==> src/shared/embp_pkg.sv <==
// Purpose: constants and types for the external memory bus port
// Assumes: 100 MHz clk_sys
// Notes:   cycle counts are in clk_sys periods
package embp_pkg;
   localparam int ADDR_W      = 24;
   localparam int DATA_W      = 16;
   localparam int IO_BANKS    = 3;
   localparam int MEM_BANKS   = 2;
   localparam int NAND_BANKS  = 2;
   localparam int IO_SPAN_W   = 14;   // 16 kbytes per io bank
   localparam int LEN_W       = 4;
   localparam logic [3:0] DEF_ACCESS_LEN = 4'h3;
   localparam logic [3:0] DEF_NAND_LEN   = 4'h2;
   localparam logic [1:0] MAP_DIRECT     = 2'h0;
   localparam logic [1:0] MAP_SWAP       = 2'h1;

   typedef enum logic [1:0] {
      EMBP_TGT_MEM,
      EMBP_TGT_IO,
      EMBP_TGT_NAND
   } embp_target_t;

   typedef enum logic [1:0] {
      EMBP_NAND_DATA,
      EMBP_NAND_CMD,
      EMBP_NAND_ADDR
   } embp_nand_phase_t;

   typedef enum {
      EMBP_IDLE,
      EMBP_ACCESS,
      EMBP_WAITING,
      EMBP_RECOVER
   } embp_state_t;
endpackage : embp_pkg

==> src/rtl/embp_port.sv <==
// Purpose: external static memory, io and nand bus port
// Assumes: requests synchronous to clk_sys; one access at a time
// Notes:   data bus given as in/out/enable; nand uses low byte lane
`timescale 1ns/100ps
////////////////////////////////////////////////////////////////////////
module embp_port #(
   parameter logic [3:0] ACCESS_LEN = embp_pkg::DEF_ACCESS_LEN,
   parameter logic [3:0] NAND_LEN   = embp_pkg::DEF_NAND_LEN
) (
   input  wire logic                           clk_sys,
   input  wire logic                           rst_n,
   input  wire logic                           req_valid,
   output logic                                req_ready,
   input  wire logic [1:0]                     req_target,
   input  wire logic [1:0]                     req_bank,
   input  wire logic [1:0]                     req_nand_phase,
   input  wire logic                           req_write,
   input  wire logic [1:0]                     req_byte_en,
   input  wire logic [embp_pkg::ADDR_W-1:0]    req_addr,
   input  wire logic [embp_pkg::DATA_W-1:0]    req_wdata,
   input  wire logic                           bus_8bit,
   input  wire logic [1:0]                     mem_map,
   input  wire logic                           boot_from_nand,
   output logic                                boot_target_nand,
   output logic                                rsp_valid,
   output logic [embp_pkg::DATA_W-1:0]         rsp_rdata,
   output logic [embp_pkg::ADDR_W-1:0]         ext_address_bus,
   input  wire logic [embp_pkg::DATA_W-1:0]    ext_data_bus_in,
   output logic [embp_pkg::DATA_W-1:0]         ext_data_bus_out,
   output logic                                ext_data_bus_oe,
   output logic [embp_pkg::IO_BANKS-1:0]       io_bank_selects_n,
   output logic                                mem_bank1_select_n,
   output logic                                mem_bank0_select_n,
   input  wire logic                           target_wait_n,
   output logic                                read_output_enable_n,
   output logic                                upper_byte_write_n,
   output logic                                lower_byte_write_n,
   output logic                                nand_command_latch,
   output logic                                nand_address_latch,
   output logic                                nand_bank1_enable_n,
   output logic                                nand_bank0_enable_n
);
   embp_pkg::embp_state_t state_r, state_nxt;
   logic [3:0]  cnt_r, cnt_nxt;
   logic [1:0]  tgt_r, tgt_nxt;
   logic [1:0]  bank_r, bank_nxt;
   logic [1:0]  phase_r, phase_nxt;
   logic        wr_r, wr_nxt;
   logic [1:0]  be_r, be_nxt;
   logic        w8_r, w8_nxt;
   logic [embp_pkg::ADDR_W-1:0] addr_r, addr_nxt;
   logic [embp_pkg::DATA_W-1:0] wdata_r, wdata_nxt;
   logic [embp_pkg::DATA_W-1:0] rdata_r, rdata_nxt;
   logic        rsp_r, rsp_nxt;
   logic        boot_r, boot_nxt;
   logic        boot_done_r, boot_done_nxt;
   logic        active;
   logic        is_nand;
   logic        stretch;
   logic [1:0]  mem_sel_n;
   logic [1:0]  nand_sel_n;

   ////////////////////////////////////////////////////////////////////
   // strap capture after reset release
   always_comb begin
      boot_nxt      = boot_done_r ? boot_r : boot_from_nand;
      boot_done_nxt = 1'b1;
   end

   always_ff @(posedge clk_sys or negedge rst_n) begin
      if (!rst_n) begin
         boot_r      <= 1'b0;
         boot_done_r <= 1'b0;
      end else begin
         boot_r      <= boot_nxt;
         boot_done_r <= boot_done_nxt;
      end
   end

   assign boot_target_nand = boot_r;

   ////////////////////////////////////////////////////////////////////
   // access sequencer
   assign active  = (state_r == embp_pkg::EMBP_ACCESS) ||
                    (state_r == embp_pkg::EMBP_WAITING);
   assign is_nand = (tgt_r == 2'(embp_pkg::EMBP_TGT_NAND));
   // wait only honoured for static and io targets
   assign stretch = !is_nand && !target_wait_n;
   assign req_ready = (state_r == embp_pkg::EMBP_IDLE);

   always_comb begin
      state_nxt = state_r;
      cnt_nxt   = cnt_r;
      tgt_nxt   = tgt_r;
      bank_nxt  = bank_r;
      phase_nxt = phase_r;
      wr_nxt    = wr_r;
      be_nxt    = be_r;
      w8_nxt    = w8_r;
      addr_nxt  = addr_r;
      wdata_nxt = wdata_r;
      rdata_nxt = rdata_r;
      rsp_nxt   = 1'b0;
      case (state_r)
         embp_pkg::EMBP_IDLE: begin
            if (req_valid) begin
               state_nxt = embp_pkg::EMBP_ACCESS;
               tgt_nxt   = req_target;
               bank_nxt  = req_bank;
               phase_nxt = req_nand_phase;
               wr_nxt    = req_write ||
                  req_nand_phase != 2'(embp_pkg::EMBP_NAND_DATA) &&
                  req_target == 2'(embp_pkg::EMBP_TGT_NAND);
               be_nxt    = req_byte_en;
               w8_nxt    = bus_8bit ||
                           req_target == 2'(embp_pkg::EMBP_TGT_NAND);
               addr_nxt  = (req_target == 2'(embp_pkg::EMBP_TGT_IO)) ?
                  {{(embp_pkg::ADDR_W-embp_pkg::IO_SPAN_W){1'b0}},
                   req_addr[embp_pkg::IO_SPAN_W-1:0]} : req_addr;
               wdata_nxt = req_wdata;
               cnt_nxt   = (req_target == 2'(embp_pkg::EMBP_TGT_NAND)) ?
                           NAND_LEN : ACCESS_LEN;
            end
         end
         embp_pkg::EMBP_ACCESS: begin
            if (cnt_r != 4'h0) begin
               cnt_nxt = cnt_r - 4'h1;
            end else if (stretch) begin
               state_nxt = embp_pkg::EMBP_WAITING;
            end else begin
               state_nxt = embp_pkg::EMBP_RECOVER;
               rdata_nxt = w8_r ? {8'h00, ext_data_bus_in[7:0]}
                                : ext_data_bus_in;
               rsp_nxt   = 1'b1;
            end
         end
         embp_pkg::EMBP_WAITING: begin
            if (!stretch) begin
               state_nxt = embp_pkg::EMBP_RECOVER;
               rdata_nxt = w8_r ? {8'h00, ext_data_bus_in[7:0]}
                                : ext_data_bus_in;
               rsp_nxt   = 1'b1;
            end
         end
         embp_pkg::EMBP_RECOVER: begin
            state_nxt = embp_pkg::EMBP_IDLE;
         end
         default: state_nxt = embp_pkg::EMBP_IDLE;
      endcase
   end

   always_ff @(posedge clk_sys or negedge rst_n) begin
      if (!rst_n) begin
         state_r <= embp_pkg::EMBP_IDLE;
         cnt_r   <= 4'h0;
         tgt_r   <= 2'h0;
         bank_r  <= 2'h0;
         phase_r <= 2'h0;
         wr_r    <= 1'b0;
         be_r    <= 2'h0;
         w8_r    <= 1'b0;
         addr_r  <= '0;
         wdata_r <= '0;
         rdata_r <= '0;
         rsp_r   <= 1'b0;
      end else begin
         state_r <= state_nxt;
         cnt_r   <= cnt_nxt;
         tgt_r   <= tgt_nxt;
         bank_r  <= bank_nxt;
         phase_r <= phase_nxt;
         wr_r    <= wr_nxt;
         be_r    <= be_nxt;
         w8_r    <= w8_nxt;
         addr_r  <= addr_nxt;
         wdata_r <= wdata_nxt;
         rdata_r <= rdata_nxt;
         rsp_r   <= rsp_nxt;
      end
   end

   ////////////////////////////////////////////////////////////////////
   // pin drive
   embp_select_decode u_dec (
      .active     (active),
      .target     (tgt_r),
      .bank       (bank_r),
      .mem_map    (mem_map),
      .mem_sel_n  (mem_sel_n),
      .io_sel_n   (io_bank_selects_n),
      .nand_sel_n (nand_sel_n)
   );

   assign mem_bank0_select_n   = mem_sel_n[0];
   assign mem_bank1_select_n   = mem_sel_n[1];
   assign nand_bank0_enable_n  = nand_sel_n[0];
   assign nand_bank1_enable_n  = nand_sel_n[1];
   assign ext_address_bus      = addr_r;
   assign ext_data_bus_out     = wdata_r;
   assign ext_data_bus_oe      = active && wr_r;
   assign read_output_enable_n = ~(active && !wr_r);
   assign upper_byte_write_n   = ~(active && wr_r && !w8_r && be_r[1]);
   assign lower_byte_write_n   = ~(active && wr_r && be_r[0]);
   assign nand_command_latch   = active && is_nand &&
      phase_r == 2'(embp_pkg::EMBP_NAND_CMD);
   assign nand_address_latch   = active && is_nand &&
      phase_r == 2'(embp_pkg::EMBP_NAND_ADDR);
   assign rsp_valid            = rsp_r;
   assign rsp_rdata            = rdata_r;
endmodule : embp_port

==> src/rtl/embp_select_decode.sv <==
// Purpose: one-hot select decoder for memory, io and nand banks
// Assumes: request fields held stable while decoding
// Notes:   outputs active low, at most one low
`timescale 1ns/100ps
module embp_select_decode (
   input  wire logic                   active,
   input  wire logic [1:0]             target,
   input  wire logic [1:0]             bank,
   input  wire logic [1:0]             mem_map,
   output logic [embp_pkg::MEM_BANKS-1:0]  mem_sel_n,
   output logic [embp_pkg::IO_BANKS-1:0]   io_sel_n,
   output logic [embp_pkg::NAND_BANKS-1:0] nand_sel_n
);
   logic [1:0] mem_bank;

   always_comb begin
      mem_bank = (mem_map == embp_pkg::MAP_SWAP) ? {bank[1], ~bank[0]}
                                                 : bank;
   end

   genvar g;
   generate
      for (g = 0; g < 3; g++) begin : g_sel
         if (g < embp_pkg::MEM_BANKS) begin : g_mem
            assign mem_sel_n[g] = ~(active &&
               target == 2'(embp_pkg::EMBP_TGT_MEM) &&
               mem_bank == 2'(g));
         end
         if (g < embp_pkg::IO_BANKS) begin : g_io
            assign io_sel_n[g] = ~(active &&
               target == 2'(embp_pkg::EMBP_TGT_IO) &&
               bank == 2'(g));
         end
         if (g < embp_pkg::NAND_BANKS) begin : g_nand
            assign nand_sel_n[g] = ~(active &&
               target == 2'(embp_pkg::EMBP_TGT_NAND) &&
               bank == 2'(g));
         end
      end
   endgenerate
endmodule : embp_select_decode

==> config.mk <==
export PLATFORM = sky130hd
export DESIGN_NAME = embp_port
export DESIGN_NICKNAME = d
export VERILOG_FILES = /design/src/shared/embp_pkg.sv /design/src/rtl/embp_port.sv /design/src/rtl/embp_select_decode.sv
export SDC_FILE = /design/constraint.sdc
export NUM_CORES = 1
export LEC_CHECK = 0
export BUFFER_PORTS_ARGS = -buffer_cell sky130_fd_sc_hd__buf_2
export CAP_MARGIN = 40
export CORE_MARGIN = 2
export CORE_UTILIZATION = 50
export DETAILED_ROUTE_END_ITERATION = 7
export GPL_TIMING_DRIVEN = 0
export PLACE_DENSITY_LB_ADDON = 0.25
export RECOVER_POWER = 25
export SETUP_SLACK_MARGIN = 0.5
export SYNTH_ARGS = -nofsm -noshare
export SYNTH_HDL_FRONTEND = slang
export SYNTH_SLANG_ARGS = --single-unit
==> constraint.sdc <==
create_clock -name clk_sys -period 3.5 [get_ports clk_sys]
set_input_delay 0.35 -clock clk_sys [delete_from_list [all_inputs] [get_ports clk_sys]]
set_output_delay 0.35 -clock clk_sys [all_outputs]
set_load 0.03 [all_outputs]
==> impl_metrics.csv <==
group,metric,value,unit
synthesis,syn-instance-count,240,
synthesis,synth_area_leaders,"dfrtp_1 60%, mux2_2 17%, a22o_1 2.8%, ha_1 2.4%, nand2_1 2.4%",
final_layout,drive_above_1_share,0.5423,
clock_network,clock-sinks,75,
global_route,grt_pass1_wl,11540,um
critical_path,crit_fanout,8,
placement,dpl.cell_count,460,
final_layout,final_cells,477,
final_layout,nets,476,
synthesis,synthArstFlopShare,1.000,
floorplan,core_area,5991,sq um
critical_path,arrival,2300,ps
clock_network,clk_pin_slew,80,ps
timing,drv_slew,34,
critical_path,startpoint_type,"register",
critical_path,cp-end-kind,"output port",
status,failed_checks,"capacitance limit, slew limit",
critical_path,cp_slowest_stage_delay,470,ps
timing,max_freq,0.3775,GHz
global_route,globalRouteTotalUtil,0.2099,
critical_path,path_class,"register to output port",
power,power_leakage,0.002122,uW
timing,hold_slack,222.3,ps
clock_network,cts-root-buf,"clkbuf_8",
floorplan,row_count,28,
synthesis,synth_edf_count,0,
synthesis,syn_nets,319,
route,drt_iter0_drc,68,
clock_network,cts-buffers-inserted,9,
floorplan,die_w,83.27,um
route,drt_wl_total,6741,um
placement,gp_congestion,0.7784,
synthesis,ys_ff_latch,75,
route,wl_per_cell,14.13,um
placement,hpwl,5179,um
synthesis,synth_fa_ha_area_frac,0.02389,
clock_network,cts_setup_buffers,0,
global_route,antenna_found_initial,0,
synthesis,synth_common_cells,"75 x dfrtp_1, 48 x mux2_2, 20 x nand2_1",
timing,final.setup.tns,0,ps
synthesis,synth.mux.area_fraction,0.1752,
timing,skew,7.126,ps
route,first_pass_iters,4,
synthesis,syn_area_per_cell,13.09,sq um
power,power_density,1083,nW/um^2
route,vias_per_cell,4.992,
timing,rsz0062_at_grt,"no",
critical_path,path_cells,"inv_1 -> ha_1 -> nor3b_1 -> or3b_2 -> buf_2",
timing,finalHoldViolCount,0,
final_layout,nFillCells,463,
synthesis,ys.flop_type,"dfrtp_1",
floorplan,io_pins,145,
final_layout,fin_util,0.7028,
hold_path,hold_class,"input pin to register",
synthesis,yosys_warnings,0,
final_layout,n_antenna_cell,0,
critical_path,critPathRequiredTime,3150,ps
timing,worstMarginPinSlew,1800,ps
timing,setup_viol,0,
clock_network,htreeDepth,3,
timing,period_needed,2649,ps
timing,slew_headroom,-0.1998,
synthesis,synth_cell_types,35,
status,outcome,"finished, violations left",
clock_network,clock_latency,340,ps
clock_network,cts_buffer_depth,2,
synthesis,synth_top_family_by_area,"multiplexers",
synthesis,yosysTopAreaCell,"dfrtp_1",
synthesis,synth_area,3142,sq um
flow_run,maxCapViolations,1,
critical_path,r2r_slack,1560,ps
floorplan,die_h,83.27,um
synthesis,yosys.area_share.xor_xnor,0.002788,
critical_path,worst_path_max_delay_cell,"or3b_2",
route,antenna_left,0,
global_route,overflow,0,
global_route,grt_max_degree,43,
synthesis,synth_most_common_cell,"dfrtp_1",
final_layout,area_growth,34.01,%
timing,timing.final.crit_share,0.7569,
route,vias,2381,
synthesis,yosysTopAreaCellShare,0.5974,
power,ir_drop,636.8,uV
synthesis,synthSimpleGateAreaFrac,0.09757,
route,drc_errors,0,
clock_network,cts_tree,"built",
floorplan,start_util,0.5244,
global_route,grt_pass1_vias,2502,
placement,numPortBuffers,144,
floorplan,die-area,6934,sq um
synthesis,seq_area_frac_synth,0.5974,
synthesis,synth-compound-area-share,0.07646,
-- stage by stage --
stage | setup slack (ps) | instance area [sq um] | total power [uW]
floorplan | 1441 | 3142 | 3195
global placement | 1231 | 3956 | 3796
CTS | 827.9 | 4214 | 4611
finish | 850.8 | 4210 | 4560
global route | 650.7 | 4210 | 4861
detailed placement | 1233 | 3979 | 3863
-- area by class of cell --
type	instances	area (sq um)	share of cell area
multi-input cells	149	1185	0.2814
clock inverters	6	87.58	0.02080
well taps	75	93.84	0.02229
plain buffers	10	57.56	0.01367
repair buffers	146	749.5	0.1780
clock buffers	10	137.6	0.03269
inverters	6	22.52	0.005349
flip-flops and latches	75	1877	0.4458
-- state kept, by name, summed over array words and instances (netlist names) --
signal / count
rsp_rdata: 16
cnt_r: 4
bank_r: 2
state_r: 2
ext_data_bus_out: 16
be_r: 2
phase_r: 2
ext_address_bus: 24
wr_r: 1
rsp_valid: 1
boot_done_r: 1
boot_target_nand: 1
w8_r: 1
tgt_r: 2
-- timing repair --
item                       CTS  global route
gates resized for setup      0             0
hold endpoints to repair    33             0
setup endpoints to repair    0             0
hold buffers                 1             0
-- cell families after synthesis --
family,after synthesis
AND/OR/NAND/NOR,58
buffers and inverters,16
AO/OA/AOI/OAI,34
XOR/XNOR,1
flip-flops,75
other,1
multiplexers,49
adder cells (fa/ha/maj),6
-- path summary, 6_finish.rpt --
kind | from | end | cells after the start
worst max-delay path | state_r[0]$_DFFE_PN0P_ | mem_bank1_select_n | 5
worst min-delay path | req_addr[16] | ext_address_bus[16]$_DFFE_PN0P_ | 2
worst max register to register | state_r[0]$_DFFE_PN0P_ | ext_address_bus[2]$_DFFE_PN0P_ | 5
worst min register to register | rsp_rdata[9]$_DFFE_PN0P_ | rsp_rdata[9]$_DFFE_PN0P_ | 2
max in group asynchronous | rst_n | ext_address_bus[13]$_DFFE_PN0P_ | 2
min in group asynchronous | rst_n | ext_data_bus_out[15]$_DFFE_PN0P_ | 2
-- cell usage in the layout, fill, tap and decap left out, types with 4 or more instances in the layout --
cell type	count
a22o_1	10
mux2_2	48
o21ai_0	12
nand2b_1	9
buf_2	147
clkbuf_8	10
nor3b_1	4
nand2_1	20
nor2_1	9
inv_1	6
ha_1	6
clkbuf_1	4
dfrtp_1	75
-- report_power, final --
group	total (uW)	switching (uW)	internal (uW)	leakage, uW
sequential	1520	229	1290	0.000904
clock	734	312	422	0.000117
combinational	2310	1440	868	0.00110
total	4560	1980	2580	0.00212
-- worst max-delay path: cells and delay by family, from the launching register on --
kind | cells | cell delay [ps]
adders and majority gates | 1 | 430
buffers and inverters | 2 | 270
DFF | 1 | 400
and+or+nand+nor | 2 | 860
-- routing by layer --
| metal | GRT usage | part of all wire | vias up |
|---|---|---|---|
| li1 | - | - | 1148 |
| met1 | 0.2482 | 0.40 | 1120 |
| met2 | 0.3512 | 0.49 | 101 |
| met3 | 0.05865 | 0.082 | 12 |
| met4 | 0.1043 | 0.022 | 0 |
| met5 | 0 | 0 | - |
No activity file was read; power rests on OpenSTA's default activity.
